**config.mk**
```make
export PLATFORM = sky130hd
export DESIGN_NAME = fws_ctrl
export DESIGN_NICKNAME = d
export VERILOG_FILES = /design/src/fws_pkg.sv /design/src/fws_ctrl.sv /design/src/fws_cycle.sv
export SDC_FILE = /design/constraint.sdc
export NUM_CORES = 1
export LEC_CHECK = 0
export BUFFER_PORTS_ARGS = -buffer_cell sky130_fd_sc_hd__clkbuf_2
export CORE_ASPECT_RATIO = 1.25
export CORE_MARGIN = 5
export CORE_UTILIZATION = 40
export CTS_CLUSTER_DIAMETER = 100
export DETAILED_ROUTE_END_ITERATION = 8
export PLACE_DENSITY = 0.66
export RECOVER_POWER = 25
export SKIP_CTS_REPAIR_TIMING = 1
export SYNTH_ARGS = -nofsm -noshare
export SYNTH_HDL_FRONTEND = slang
export SYNTH_HIERARCHICAL = 1
export SYNTH_SLANG_ARGS = --single-unit
```
**constraint.sdc**
```tcl
create_clock -name I_CLK -period 2.9 [get_ports I_CLK]
set_input_delay 0.58 -clock I_CLK [delete_from_list [all_inputs] [get_ports I_CLK]]
set_output_delay 0.58 -clock I_CLK [all_outputs]
set_load 0.1 [all_outputs]
```
**src/fws_pkg.sv**
```systemverilog
// Shared constants and types for the flash write-status controller
//------------------------------------------------------------------
//------------------------------------------------------------------
package fws_pkg;

    //--------------------------------------------------------------
    // Clock and flash cycle timing
    //--------------------------------------------------------------
    localparam int CLK_PERIOD_PS = 5000;     // 200 MHz system clock
    localparam int T_ACT_NS      = 70;       // Strobe low time, covers access time
    localparam int T_REC_NS      = 30;       // Strobes high between cycles
    localparam int T_SU_NS       = 5;        // Address and data setup to strobe
    // Least times round up to whole cycles, never below one
    localparam int T_ACT_CYC = ((T_ACT_NS * 1000 + CLK_PERIOD_PS - 1) / CLK_PERIOD_PS) < 1 ? 1 :
                               ((T_ACT_NS * 1000 + CLK_PERIOD_PS - 1) / CLK_PERIOD_PS);
    localparam int T_REC_CYC = ((T_REC_NS * 1000 + CLK_PERIOD_PS - 1) / CLK_PERIOD_PS) < 1 ? 1 :
                               ((T_REC_NS * 1000 + CLK_PERIOD_PS - 1) / CLK_PERIOD_PS);
    localparam int T_SU_CYC  = ((T_SU_NS * 1000 + CLK_PERIOD_PS - 1) / CLK_PERIOD_PS) < 1 ? 1 :
                               ((T_SU_NS * 1000 + CLK_PERIOD_PS - 1) / CLK_PERIOD_PS);
    localparam int SYNC_LAT  = 2;            // Data bus synchroniser depth
    localparam int CNT_W     = 5;            // Phase counter width

    //--------------------------------------------------------------
    // Widths and status bit positions on the data bus
    //--------------------------------------------------------------
    localparam int ADDR_W     = 20;
    localparam int DATA_W     = 16;
    localparam int BIT_TIMER  = 3;           // erase_timer_flag
    localparam int BIT_LIMIT  = 5;           // timing_limit_flag
    localparam int BIT_TOGGLE = 6;           // first_toggle_bit

    //--------------------------------------------------------------
    // Register map, byte addresses on the bus
    //--------------------------------------------------------------
    localparam logic [7:0] REG_CTRL   = 8'h00;   // Write: start operation
    localparam logic [7:0] REG_ADDR   = 8'h04;   // Flash address of operation
    localparam logic [7:0] REG_WDATA  = 8'h08;   // Data word of a write
    localparam logic [7:0] REG_STATUS = 8'h0c;   // Flags and last read data
    localparam logic [7:0] REG_RSTCMD = 8'h10;   // Word written as reset command

    localparam logic [15:0] RSTCMD_DEF = 16'h0000;   // Plain default, set by software

    // Operation codes in CTRL[2:0]
    localparam logic [2:0] OP_WRITE = 3'h1;   // One raw write cycle
    localparam logic [2:0] OP_READ  = 3'h2;   // One read cycle
    localparam logic [2:0] OP_POLL  = 3'h3;   // Wait for program or erase end
    localparam logic [2:0] OP_ADDS  = 3'h4;   // Guarded added-sector write
    localparam logic [2:0] OP_TCHK  = 3'h5;   // Confirm acceptance, read timer

    // STATUS bit positions
    localparam int ST_BUSY   = 0;
    localparam int ST_FAIL   = 1;
    localparam int ST_NACC   = 2;
    localparam int ST_TIMER  = 3;
    localparam int ST_RDY    = 4;
    localparam int ST_DATA_L = 16;

    //--------------------------------------------------------------
    // Carriers
    //--------------------------------------------------------------
    typedef struct packed {
        logic              we;     // 1 write cycle, 0 read cycle
        logic [ADDR_W-1:0] addr;
        logic [DATA_W-1:0] data;
    } fws_req_s;

    typedef struct packed {
        logic              ce_n;
        logic              oe_n;
        logic              we_n;
        logic              dq_oe;  // High while driving the data bus
        logic [ADDR_W-1:0] addr;
        logic [DATA_W-1:0] dq;
    } fws_pins_s;

endpackage : fws_pkg
```
**src/fws_ctrl.sv**
```systemverilog
// Host controller: Wishbone registers and status-polling sequencer for a NOR flash
//
// The implementer's own choices: the Wishbone interface to the registers and the register offsets.
`timescale 1ns/1ps
module fws_ctrl (
    input  wire logic                          I_CLK,
    input  wire logic                          I_RST,
    // Wishbone classic slave
    input  wire logic                          I_WB_CYC,
    input  wire logic                          I_WB_STB,
    input  wire logic                          I_WB_WE,
    input  wire logic [7:0]                    I_WB_ADR,
    input  wire logic [3:0]                    I_WB_SEL,
    input  wire logic [31:0]                   I_WB_DAT,
    output logic [31:0]                        O_WB_DAT,
    output logic                               O_WB_ACK,
    // Flash pins
    output logic [fws_pkg::ADDR_W-1:0]         O_FL_ADDR,
    output logic [fws_pkg::DATA_W-1:0]         O_FL_DQ,
    output logic                               O_FL_DQ_OE,
    input  wire logic [fws_pkg::DATA_W-1:0]    I_FL_DQ,
    output logic                               O_FL_CE_N,
    output logic                               O_FL_OE_N,
    output logic                               O_FL_WE_N,
    input  wire logic                          I_READY_BUSY_N_OUT
);

    //--------------------------------------------------------------
    // Sequencer states
    //--------------------------------------------------------------
    typedef enum logic [11:0] {
        S_IDLE  = 12'h001,
        S_WR    = 12'h002,   // Raw write
        S_RD    = 12'h004,   // Raw read
        S_PA    = 12'h008,   // Poll, first read
        S_PB    = 12'h010,   // Poll, second read
        S_PC    = 12'h020,   // Recheck after limit flag, first read
        S_PD    = 12'h040,   // Recheck, second read
        S_RST   = 12'h080,   // Write reset command
        S_XPRE  = 12'h100,   // Timer read before added sector
        S_XWR   = 12'h200,   // Added sector write
        S_XPOST = 12'h400,   // Timer read after added sector
        S_TC    = 12'h800    // Timer read after acceptance check
    } fws_seq_e;

    //--------------------------------------------------------------
    // Registers
    //--------------------------------------------------------------
    fws_seq_e                      st_r, st_nxt;          // Sequencer state
    logic                          pend_r, pend_nxt;      // Cycle in flight
    logic [2:0]                    op_r, op_nxt;          // Running operation
    logic [fws_pkg::ADDR_W-1:0]    addr_r, addr_nxt;      // Operation address
    logic [fws_pkg::DATA_W-1:0]    wdat_r, wdat_nxt;      // Write word
    logic [fws_pkg::DATA_W-1:0]    rcmd_r, rcmd_nxt;      // Reset command word
    logic [fws_pkg::DATA_W-1:0]    first_r, first_nxt;    // First of a read pair
    logic [fws_pkg::DATA_W-1:0]    data_r, data_nxt;      // Last read word
    logic                          fail_r, fail_nxt;      // Operation failed
    logic                          nacc_r, nacc_nxt;      // Command not accepted
    logic                          tmr_r, tmr_nxt;        // Last erase timer value
    logic                          ack_r, ack_nxt;
    logic [31:0]                   rdat_r, rdat_nxt;
    logic                          rb_s1_r, rb_s2_r;      // Ready/busy synchroniser

    // Cycle engine hand-off
    logic                          cy_start;
    fws_pkg::fws_req_s             cy_req;
    logic                          cy_done;
    logic [fws_pkg::DATA_W-1:0]    cy_rdata;
    fws_pkg::fws_pins_s            pins;

    logic                          wb_take;               // Request taken this edge
    logic                          toggling;              // Toggle bit differs in pair
    logic [31:0]                   status;

    //--------------------------------------------------------------
    // Pin cycle engine
    //--------------------------------------------------------------
    fws_cycle u_cycle (
        .i_clk   (I_CLK),
        .i_rst   (I_RST),
        .i_start (cy_start),
        .i_req   (cy_req),
        .i_dq    (I_FL_DQ),
        .o_done  (cy_done),
        .o_rdata (cy_rdata),
        .o_pins  (pins)
    );

    // Ready/busy pin crosses in through two flops
    always_ff @(posedge I_CLK) begin
        rb_s1_r <= I_READY_BUSY_N_OUT;
        rb_s2_r <= rb_s1_r;
    end

    // Busy device pulls ready/busy low during program or erase
    assign status = {data_r, 11'h000, rb_s2_r, tmr_r, nacc_r, fail_r, (st_r != S_IDLE)};

    // Toggle compare on two successive reads
    assign toggling = first_r[fws_pkg::BIT_TOGGLE] ^ cy_rdata[fws_pkg::BIT_TOGGLE];

    assign wb_take = I_WB_CYC & I_WB_STB & ~ack_r;

    //--------------------------------------------------------------
    // Bus slave and sequencer next state
    //--------------------------------------------------------------
    always_comb begin
        st_nxt    = st_r;
        pend_nxt  = pend_r;
        op_nxt    = op_r;
        addr_nxt  = addr_r;
        wdat_nxt  = wdat_r;
        rcmd_nxt  = rcmd_r;
        first_nxt = first_r;
        data_nxt  = data_r;
        fail_nxt  = fail_r;
        nacc_nxt  = nacc_r;
        tmr_nxt   = tmr_r;
        ack_nxt   = wb_take;
        rdat_nxt  = rdat_r;
        cy_start  = 1'b0;
        cy_req    = '{we: 1'b0, addr: addr_r, data: wdat_r};

        // Register reads: answer one cycle after the request, unmapped reads zero
        if (wb_take && !I_WB_WE) begin
            case (I_WB_ADR)
                fws_pkg::REG_ADDR:   rdat_nxt = {12'h000, addr_r};
                fws_pkg::REG_WDATA:  rdat_nxt = {16'h0000, wdat_r};
                fws_pkg::REG_STATUS: rdat_nxt = status;
                fws_pkg::REG_RSTCMD: rdat_nxt = {16'h0000, rcmd_r};
                default:             rdat_nxt = 32'h0000_0000;
            endcase
        end

        // Register writes; ignored while an operation runs
        if (wb_take && I_WB_WE && st_r == S_IDLE) begin
            case (I_WB_ADR)
                fws_pkg::REG_ADDR: begin
                    if (I_WB_SEL[0]) addr_nxt[7:0]   = I_WB_DAT[7:0];
                    if (I_WB_SEL[1]) addr_nxt[15:8]  = I_WB_DAT[15:8];
                    if (I_WB_SEL[2]) addr_nxt[19:16] = I_WB_DAT[19:16];
                end
                fws_pkg::REG_WDATA: begin
                    if (I_WB_SEL[0]) wdat_nxt[7:0]  = I_WB_DAT[7:0];
                    if (I_WB_SEL[1]) wdat_nxt[15:8] = I_WB_DAT[15:8];
                end
                fws_pkg::REG_RSTCMD: begin
                    if (I_WB_SEL[0]) rcmd_nxt[7:0]  = I_WB_DAT[7:0];
                    if (I_WB_SEL[1]) rcmd_nxt[15:8] = I_WB_DAT[15:8];
                end
                fws_pkg::REG_CTRL: begin
                    if (I_WB_SEL[0]) begin
                        op_nxt   = I_WB_DAT[2:0];
                        fail_nxt = 1'b0;
                        nacc_nxt = 1'b0;
                        case (I_WB_DAT[2:0])
                            fws_pkg::OP_WRITE: st_nxt = S_WR;
                            fws_pkg::OP_READ:  st_nxt = S_RD;
                            fws_pkg::OP_POLL:  st_nxt = S_PA;
                            fws_pkg::OP_TCHK:  st_nxt = S_PA;
                            fws_pkg::OP_ADDS:  st_nxt = S_XPRE;
                            default:           st_nxt = S_IDLE;   // Unknown code starts nothing but still clears the flags
                        endcase
                    end
                end
                default: ;                                        // Unmapped write dropped
            endcase
        end

        // Each working state launches one cycle on entry, then waits for it
        if (st_r != S_IDLE && !pend_r) begin
            cy_start = 1'b1;
            pend_nxt = 1'b1;
        end
        if (st_r == S_WR || st_r == S_XWR) begin
            cy_req.we = 1'b1;
        end
        if (st_r == S_RST) begin
            cy_req.we   = 1'b1;
            cy_req.data = rcmd_r;
        end

        // Status reads all use the operation's own address
        if (cy_done) begin
            pend_nxt = 1'b0;
            data_nxt = cy_rdata;
            case (st_r)
                S_WR, S_RD, S_RST: st_nxt = S_IDLE;
                S_PA, S_PC: begin
                    first_nxt = cy_rdata;
                    st_nxt    = (st_r == S_PA) ? S_PB : S_PD;
                end
                S_PB: begin
                    if (op_r == fws_pkg::OP_TCHK) begin
                        // Still toggling means the erase sequence was taken
                        nacc_nxt = ~toggling;
                        st_nxt   = toggling ? S_TC : S_IDLE;
                    end else if (!toggling) begin
                        st_nxt = S_IDLE;                          // Finished cleanly
                    end else if (first_r[fws_pkg::BIT_LIMIT] | cy_rdata[fws_pkg::BIT_LIMIT]) begin
                        st_nxt = S_PC;
                    end else begin
                        st_nxt = S_PA;                            // Keep polling
                    end
                end
                S_PD: begin
                    // Toggle may stop just as the limit flag rises, so recheck
                    if (toggling) begin
                        fail_nxt = 1'b1;
                        st_nxt   = S_RST;
                    end else begin
                        st_nxt = S_IDLE;
                    end
                end
                S_XPRE: begin
                    // Timer always read first: command spacing is never assumed
                    tmr_nxt = cy_rdata[fws_pkg::BIT_TIMER];
                    // Window closed: the erase has begun and ignores new sectors
                    if (cy_rdata[fws_pkg::BIT_TIMER]) begin
                        nacc_nxt = 1'b1;
                        st_nxt   = S_IDLE;
                    end else begin
                        st_nxt = S_XWR;
                    end
                end
                S_XWR: st_nxt = S_XPOST;
                S_XPOST: begin
                    tmr_nxt  = cy_rdata[fws_pkg::BIT_TIMER];
                    nacc_nxt = cy_rdata[fws_pkg::BIT_TIMER];
                    st_nxt   = S_IDLE;
                end
                S_TC: begin
                    tmr_nxt = cy_rdata[fws_pkg::BIT_TIMER];
                    st_nxt  = S_IDLE;
                end
                default: st_nxt = S_IDLE;
            endcase
        end
    end

    //--------------------------------------------------------------
    // State registers
    //--------------------------------------------------------------
    always_ff @(posedge I_CLK) begin
        if (I_RST) begin
            st_r    <= S_IDLE;
            pend_r  <= 1'b0;
            op_r    <= 3'h0;
            addr_r  <= '0;
            wdat_r  <= '0;
            rcmd_r  <= fws_pkg::RSTCMD_DEF;
            first_r <= '0;
            data_r  <= '0;
            fail_r  <= 1'b0;
            nacc_r  <= 1'b0;
            tmr_r   <= 1'b0;
            ack_r   <= 1'b0;
            rdat_r  <= 32'h0000_0000;
        end else begin
            st_r    <= st_nxt;
            pend_r  <= pend_nxt;
            op_r    <= op_nxt;
            addr_r  <= addr_nxt;
            wdat_r  <= wdat_nxt;
            rcmd_r  <= rcmd_nxt;
            first_r <= first_nxt;
            data_r  <= data_nxt;
            fail_r  <= fail_nxt;
            nacc_r  <= nacc_nxt;
            tmr_r   <= tmr_nxt;
            ack_r   <= ack_nxt;
            rdat_r  <= rdat_nxt;
        end
    end

    // Outputs come straight from flops here or in the cycle engine
    assign O_WB_DAT   = rdat_r;
    assign O_WB_ACK   = ack_r;
    assign O_FL_ADDR  = pins.addr;
    assign O_FL_DQ    = pins.dq;
    assign O_FL_DQ_OE = pins.dq_oe;
    assign O_FL_CE_N  = pins.ce_n;
    assign O_FL_OE_N  = pins.oe_n;
    assign O_FL_WE_N  = pins.we_n;

endmodule : fws_ctrl

```
**src/fws_cycle.sv**
```systemverilog
// One asynchronous flash read or write cycle on the parallel pins
`timescale 1ns/1ps
module fws_cycle (
    input  wire logic                          i_clk,
    input  wire logic                          i_rst,
    input  wire logic                          i_start,  // One-cycle request
    input  wire fws_pkg::fws_req_s             i_req,
    input  wire logic [fws_pkg::DATA_W-1:0]    i_dq,     // Raw pin, other domain
    output logic                               o_done,   // One-cycle pulse
    output logic [fws_pkg::DATA_W-1:0]         o_rdata,
    output fws_pkg::fws_pins_s                 o_pins
);

    //--------------------------------------------------------------
    // State and registers
    //--------------------------------------------------------------
    typedef enum logic [4:0] {
        CY_IDLE   = 5'b00001,
        CY_SETUP  = 5'b00010,
        CY_STROBE = 5'b00100,
        CY_SAMPLE = 5'b01000,
        CY_REC    = 5'b10000
    } fws_cy_e;

    fws_cy_e                       st_r, st_nxt;        // Phase
    logic [fws_pkg::CNT_W-1:0]     cnt_r, cnt_nxt;      // Phase counter
    fws_pkg::fws_req_s             req_r, req_nxt;      // Latched request
    fws_pkg::fws_pins_s            pins_r, pins_nxt;    // Pin drivers
    logic [fws_pkg::DATA_W-1:0]    rd_r, rd_nxt;        // Captured read word
    logic                          done_r, done_nxt;
    logic [fws_pkg::DATA_W-1:0]    dq_s1_r, dq_s2_r;    // Synchroniser

    // Data bus synchroniser; first stage feeds only the second
    always_ff @(posedge i_clk) begin
        dq_s1_r <= i_dq;
        dq_s2_r <= dq_s1_r;
    end

    // Next-state logic for the cycle phases
    always_comb begin
        st_nxt   = st_r;
        cnt_nxt  = cnt_r;
        req_nxt  = req_r;
        pins_nxt = pins_r;
        rd_nxt   = rd_r;
        done_nxt = 1'b0;
        case (st_r)
            CY_IDLE: begin
                if (i_start) begin
                    req_nxt        = i_req;
                    pins_nxt.addr  = i_req.addr;
                    pins_nxt.dq    = i_req.data;
                    pins_nxt.dq_oe = i_req.we;  // Drive bus only on writes
                    pins_nxt.ce_n  = 1'b0;
                    cnt_nxt        = fws_pkg::CNT_W'(fws_pkg::T_SU_CYC - 1);
                    st_nxt         = CY_SETUP;
                end
            end
            CY_SETUP: begin
                if (cnt_r == '0) begin
                    pins_nxt.we_n = ~req_r.we;
                    pins_nxt.oe_n = req_r.we;
                    cnt_nxt       = fws_pkg::CNT_W'(fws_pkg::T_ACT_CYC - 1);
                    st_nxt        = CY_STROBE;
                end else begin
                    cnt_nxt = cnt_r - 1'b1;
                end
            end
            CY_STROBE: begin
                if (cnt_r != '0) begin
                    cnt_nxt = cnt_r - 1'b1;
                end else if (req_r.we) begin
                    // Rising write strobe latches the command word
                    pins_nxt.we_n = 1'b1;
                    pins_nxt.ce_n = 1'b1;
                    cnt_nxt       = fws_pkg::CNT_W'(fws_pkg::T_REC_CYC - 1);
                    st_nxt        = CY_REC;
                end else begin
                    // Keep OE low while valid data crosses the synchroniser
                    cnt_nxt = fws_pkg::CNT_W'(fws_pkg::SYNC_LAT - 1);
                    st_nxt  = CY_SAMPLE;
                end
            end
            CY_SAMPLE: begin
                if (cnt_r == '0) begin
                    rd_nxt        = dq_s2_r;
                    pins_nxt.oe_n = 1'b1;
                    pins_nxt.ce_n = 1'b1;
                    cnt_nxt       = fws_pkg::CNT_W'(fws_pkg::T_REC_CYC - 1);
                    st_nxt        = CY_REC;
                end else begin
                    cnt_nxt = cnt_r - 1'b1;
                end
            end
            CY_REC: begin
                pins_nxt.dq_oe = 1'b0;
                if (cnt_r == '0) begin
                    done_nxt = 1'b1;
                    st_nxt   = CY_IDLE;
                end else begin
                    cnt_nxt = cnt_r - 1'b1;
                end
            end
            default: st_nxt = CY_IDLE;
        endcase
    end

    // Register all phase state; pins park idle after reset
    always_ff @(posedge i_clk) begin
        if (i_rst) begin
            st_r   <= CY_IDLE;
            cnt_r  <= '0;
            req_r  <= '0;
            pins_r <= '{ce_n: 1'b1, oe_n: 1'b1, we_n: 1'b1, dq_oe: 1'b0, addr: '0, dq: '0};
            rd_r   <= '0;
            done_r <= 1'b0;
        end else begin
            st_r   <= st_nxt;
            cnt_r  <= cnt_nxt;
            req_r  <= req_nxt;
            pins_r <= pins_nxt;
            rd_r   <= rd_nxt;
            done_r <= done_nxt;
        end
    end

    assign o_done  = done_r;
    assign o_rdata = rd_r;
    assign o_pins  = pins_r;

endmodule : fws_cycle

```
### Word level (Yosys, flattened, before mapping)

Index checks and enable logic that the tools add are counted.

* input port bits: 66
* flip-flop bits (word level): 229
* output and inout port bits: 73
* logic and storage cells: 173

* reduce and logical (&&, ||, !) cells: 42
* bitwise gates (word level): 8
* eq/ne operators: 34
* $add $sub $neg: 1
* mux-type cells: 56

Operator list (count)
* 32-bit case mux with 4 select lines: 1
* 12-bit two-way mux: 6
* 12-bit case mux with 5 select lines: 1
* 5-bit two-way mux: 11
* 5-bit case mux with 5 select lines: 2
* 37-bit two-way mux: 1
* 9-bit case mux with 4 select lines: 1
* 3-bit AND reduction: 11
* 1-bit two-way mux: 19
* 8-bit by 4-bit equality test with 1-bit output (second input constant): 2
* 16-bit two-way mux: 1
* 12-bit by 1-bit equality test with 1-bit output (second input constant): 1
* 12-bit by 10-bit equality test with 1-bit output (second input constant): 1
* 12-bit by 11-bit equality test with 1-bit output (second input constant): 1
* 12-bit equality test (second input constant): 1
* 12-bit by 2-bit equality test with 1-bit output (second input constant): 1
* 12-bit by 4-bit equality test with 1-bit output (second input constant): 1
* 12-bit by 5-bit equality test with 1-bit output (second input constant): 1
* 12-bit by 6-bit equality test with 1-bit output (second input constant): 1
* 12-bit by 7-bit equality test with 1-bit output (second input constant): 1
* 12-bit by 8-bit equality test with 1-bit output (second input constant): 1
* 12-bit by 9-bit equality test with 1-bit output (second input constant): 1
* 6-bit two-way mux: 2
* 12-bit by 1-bit inequality test with 1-bit output (second input constant): 1
* 37 further kinds: 71

### Logic depth before layout (Yosys ltp)

* word-level depth: 8
* mapped depth: 10

### Cells and area by module

Netlist, hierarchy kept.

By module, submodules not included
* fws_ctrl: area an instance 5370.2 um^2, cells an instance 596, times used 1
* fws_cycle: area an instance 3390.8 um^2, cells an instance 373, times used 1

### Least setup slack after synthesis

No wires, ideal clock.

* path type: reg-to-reg
* from: reg ack_r (netlist: O_WB_ACK)
* to: reg rdat_r[16] (netlist: O_WB_DAT[16])
* setup slack: 0.721 ns
* arrival time: 2.111 ns
* clock period less this slack: 2.179 ns
* stages on the path, launching flop included: 7
* buffers on the path: 2
* path through: dfxtp_1 -> nand3b_1 -> nand2b_1 -> clkbuf_1 -> clkbuf_1 -> a22oi_1 -> nor2_1

* cells in the longest elaborated chain, start to end: 3

Ends and longest elaborated chain
* start, declared: line fws_ctrl.sv:60 `logic ack_r, ack_nxt;`
* start signal, assigned: line fws_ctrl.sv:270 `ack_r <= ack_nxt;`
* 1-bit NOT: line fws_ctrl.sv:101 `assign wb_take = I_WB_CYC & I_WB_STB & ~ack_r;`
* 1-bit AND: line fws_ctrl.sv:101
* 1-bit logical AND: line fws_ctrl.sv:124 `if (wb_take && !I_WB_WE) begin`
* end signal, assigned: line fws_ctrl.sv:271 `rdat_r <= rdat_nxt;`
* end, declared: line fws_ctrl.sv:61 `logic [31:0] rdat_r, rdat_nxt;`

No other way between the ends.
A chain may end at the register's enable or synchronous reset.

### Final worst setup path

* from: in I_WB_ADR[5]
* to: reg addr_r[6] in the netlist's numbering

* cells in the longest elaborated chain, start to end: 2

Ends and longest elaborated chain
* start, declared: line fws_ctrl.sv:12 `input wire logic [7:0] I_WB_ADR,`
* 8-bit by 3-bit equality test with 1-bit output: line fws_ctrl.sv:136 `case (I_WB_ADR)`
* 3-bit AND reduction (no source line)
* end signal, assigned: line fws_ctrl.sv:262 `addr_r <= addr_nxt;`
* end, declared: line fws_ctrl.sv:52 `logic [fws_pkg::ADDR_W-1:0] addr_r, addr_nxt;`

No other way between the ends.

==> results list <==
- The flow ran to the end, and the final reports show no timing, DRC or antenna violations.
- Number of vias per cell: 5.211
- In this run the horizontal extent of the chip is 142.4 um.
* Root Buffer: sky130_fd_sc_hd__clkbuf_16
- Fraction of layout instances using a drive strength above 1: 18.97%
* CTS tree: done
- Number of vias after detailed routing: 7139
- Share of the clock period used by the worst path after layout: 82.74%
- For this run, design rule violations remaining after detail routing come to 0.
- In this run the cell area of the synthesized design comes to 0.008761 sq mm.
- In this run the remaining antenna-violating nets after routing total 0.
* Number of buffers created by CTS: 22
- STA puts the critical path data required time at 3.25 ns.
- In the layout the commonest cells are 224 x sky130_fd_sc_hd__dfxtp_1, 185 x sky130_fd_sc_hd__nand2_1, 114 x sky130_fd_sc_hd__clkbuf_2.
- Summed over all nets, wire length on met3 after detailed routing comes to 1651 um.
- In the final timing run, aggregate negative setup slack is 0 ns.
- The number of different library cells used by synthesis comes to 68.
* Placed wire-length estimate: 15050 um
- Number of nets in the synthesized netlist: 1037
- Cell depth of the worst flop-to-flop path: 7
* Wire length of the first global-routing pass: 35290 um
* Timing-limited maximum frequency: 0.4168 GHz
* PwrDens: 581.9 mW/mm^2
- Arrival time worst endpoint: 2.75 ns
- The number of global-route vias before repair was 6864.
* Max clock buf depth: 3
* Worst reg2reg endpoint: u_cycle/o_pins[25]$_SDFFE_PP0P_
* Setup Skew: 0.01766 ns
- In this run the register-to-register setup slack is 0.59 ns.
- Share of the synthesized area in the top cell type: 51.19%
- Flops & latches, synth: 224
* Main synth FF type: sky130_fd_sc_hd__dfxtp_1
* Total congestion overflow: 0
- Leading cell type in the layout, fill and taps excluded: sky130_fd_sc_hd__dfxtp_1
- Startpoint-to-endpoint class of the critical path: in -> reg
- The first routing iteration left 366 violations.
- Gate count of the mapped netlist: 969
* Synthesis-to-layout area growth: 16.97%
* Proportion of synthesized flip-flops having asynchronous set or reset: 0%
- Worst slack on hold paths: 0.1799 ns
* Average wire length per cell after detail routing: 15.85 um
- Sequential area share after synthesis: 51.19%
* Unrepaired setup endpoints after global routing: false
- Yosys warnings: 6
- Entering global routing, the biggest net connects 61 pins.
- Subtracting the final worst setup slack from the clock period gives 2.399 ns.
- Summed over all instances, the cell type with the most area after synthesis is sky130_fd_sc_hd__dfxtp_1.
* Worst slew margin relative to its limit: 20.38%
* Synth top area cells: sky130_fd_sc_hd__dfxtp_1 51%, sky130_fd_sc_hd__nand2_1 7.9%, sky130_fd_sc_hd__a21oi_1 6.3%, sky130_fd_sc_hd__mux2i_1 5.8%, sky130_fd_sc_hd__nor2_1 4.2%
- Worst IR Drop VDD: 0.4530 mV
- Along the worst hold path, the cell count comes to 1.
- Number of levels in the clock H-tree: 1
- For this design the top-level I/O count stands at 139.
- Leak: 4.083 nW
- Buffers added on ports: 125
* Final-report max-slew violation count: 0
- Worst-Margin Slew: 1.194 ns
- The die covers 0.02498 sq mm.
- Max Cap Violations: 0
- The first TritonRoute pass finished after 5 iterations.
* Clock insertion delay at the later pin of the skew report: 0.50 ns
- From bottom edge to top edge, the die measures 175.5 um.
* Routed wire length on met2: 10300 um
* Reg-to-reg critical path startpoint: st_r[10]$_SDFFE_PP0P_
- Sort of element at the end of the critical path: register
- Routability-driven placement finished with a final weighted congestion of 0.8797.
- Type of the tightest min-delay check: in -> reg
- Clock transition at the registers of the reported paths: 0.06 ns
- Mean Syn Cell Area: 9.041 sq um
- Hold worst-path end: u_cycle/dq_s1_r[8]$_DFF_P_
- The initial antenna violation count came to 0.
- Inserted Diodes: 0
- Critical path launch point type: primary input
* Wirelength, routed: 21720 um
* Top routing layer used: met4
* Maximum fanout count along the critical path: 10
* Final setup violation count: 0
- The final layout contains 1145 nets.
* Final hold violation count: 0
* Initial Util: 40.66%
- CTS sink cnt: 224
- Wl on met1: 9320 um
- The core region is 0.02155 sq mm.
- Count of flip-flops with a built-in enable after synthesis: 0
- The startpoint identified for the worst hold timing path is I_FL_DQ[8].
- Row cnt: 60
- Across every metal layer, demand over resource in global routing totals 16.97%.
-- worst max-delay path, cell delays in order --
cell                       delay (ns)
sky130_fd_sc_hd__clkbuf_2        0.08
sky130_fd_sc_hd__nor4_1          0.76
sky130_fd_sc_hd__and4b_1         0.64
sky130_fd_sc_hd__nand3_1         0.43
sky130_fd_sc_hd__nand2_1         0.17
sky130_fd_sc_hd__a21oi_1         0.08
-- final cells by class --
class	instances	area (sq um)
Tap cell	279	349.1
Fill cell	2058	11300
Sequential cell	224	4484
Clock inverter	5	28.78
Clock buffer	33	663.1
Timing Repair Buffer	149	784.5
Inverter	10	37.54
Multi-Input combinational cell	670	3900
-- per-layer routing --
metal  vias to the layer above  track usage [%]
met4                         0            4.596
li1                       3576                -
met2                       206            28.88
met1                      3325            21.68
met3                        32            3.731
met5                         -                0
-- per-stage QoR --
stage / setup slack, ns / instance area, sq um / std cells / utilization (%) / power (mW)
2_1_floorplan: 0.7213 / 8761 / 969 / - / 3.243
3_3_place_gp: 0.3247 / 9594 / 1332 / 44.53 / 3.313
3_5_place_dp: 0.2657 / 9594 / 1332 / 44.53 / 3.314
4_1_cts: 0.5919 / 10290 / 1370 / 47.74 / 6.039
5_1_grt: 0.3199 / 10250 / 1370 / 47.56 / 6.172
6_report: 0.5005 / 10250 / 1370 / 47.56 / 5.962
-- cell usage after synthesis, types with 8 or more instances --
cell / number
sky130_fd_sc_hd__a21oi_1: 110
sky130_fd_sc_hd__clkbuf_1: 38
sky130_fd_sc_hd__inv_1: 10
sky130_fd_sc_hd__dfxtp_1: 224
sky130_fd_sc_hd__a22o_1: 18
sky130_fd_sc_hd__nand2_1: 185
sky130_fd_sc_hd__o21ai_0: 20
sky130_fd_sc_hd__nand4_1: 8
sky130_fd_sc_hd__buf_2: 17
sky130_fd_sc_hd__mux2i_1: 51
sky130_fd_sc_hd__and3_1: 8
sky130_fd_sc_hd__mux2_2: 16
sky130_fd_sc_hd__nor3_1: 14
sky130_fd_sc_hd__a22oi_1: 21
sky130_fd_sc_hd__nor2_1: 98
sky130_fd_sc_hd__nand3_1: 19
-- cell families (layout without fill, tap and decap cells) --
family	after synthesis	after routing	share of synthesized area, %
AND/OR/NAND/NOR	387	387	20.84
buffers and inverters	75	197	4.127
adder cells (fa/ha/maj)	2	2	0.2856
flip-flops	224	224	51.19
multiplexers	68	68	8.055
XOR/XNOR	11	11	1.185
AO/OA/AOI/OAI	202	202	14.32
-- where the power goes --
group / total, mW / internal, mW / switching (mW)
Clock: 2.72 / 1.58 / 1.14
Combinational: 0.134 / 0.0406 / 0.0939
Sequential: 3.11 / 3.10 / 0.00615
Total: 5.96 / 4.72 / 1.24
-- flip-flops by register name (all words and copies together) (netlist names), 2 cells and up --
register,count
u_cycle/o_pins,40
st_r,12
u_cycle/dq_s2_r,16
O_WB_DAT,32
u_cycle/o_rdata,16
addr_r,20
u_cycle/cnt_r,5
u_cycle/st_r,5
first_r,2
wdat_r,16
data_r,16
u_cycle/dq_s1_r,16
op_r,3
rcmd_r,16
-- how the worst max path moves through the flow --
| stage | from | end | slack (ns) | cells past startpoint |
|---|---|---|---|---|
| 2_1_floorplan | O_WB_ACK$_SDFF_PP0_ | O_WB_DAT[16]$_SDFFE_PP0P_ | 0.72 | 6 |
| 3_3_place_gp | I_WB_ADR[5] | addr_r[6]$_SDFFE_PP0P_ | 0.32 | 6 |
| 3_5_place_dp | I_WB_ADR[5] | addr_r[6]$_SDFFE_PP0P_ | 0.27 | 6 |
| 4_1_cts | st_r[10]$_SDFFE_PP0P_ | u_cycle/o_pins[3]$_SDFFE_PP0P_ | 0.59 | 7 |
| 5_1_grt | u_cycle/cnt_r[0]$_SDFFE_PP0P_ | u_cycle/o_rdata[1]$_SDFFE_PP0P_ | 0.32 | 7 |
| 6_report | I_WB_ADR[5] | addr_r[6]$_SDFFE_PP0P_ | 0.50 | 6 |
No activity file was read; power rests on OpenSTA's default activity.
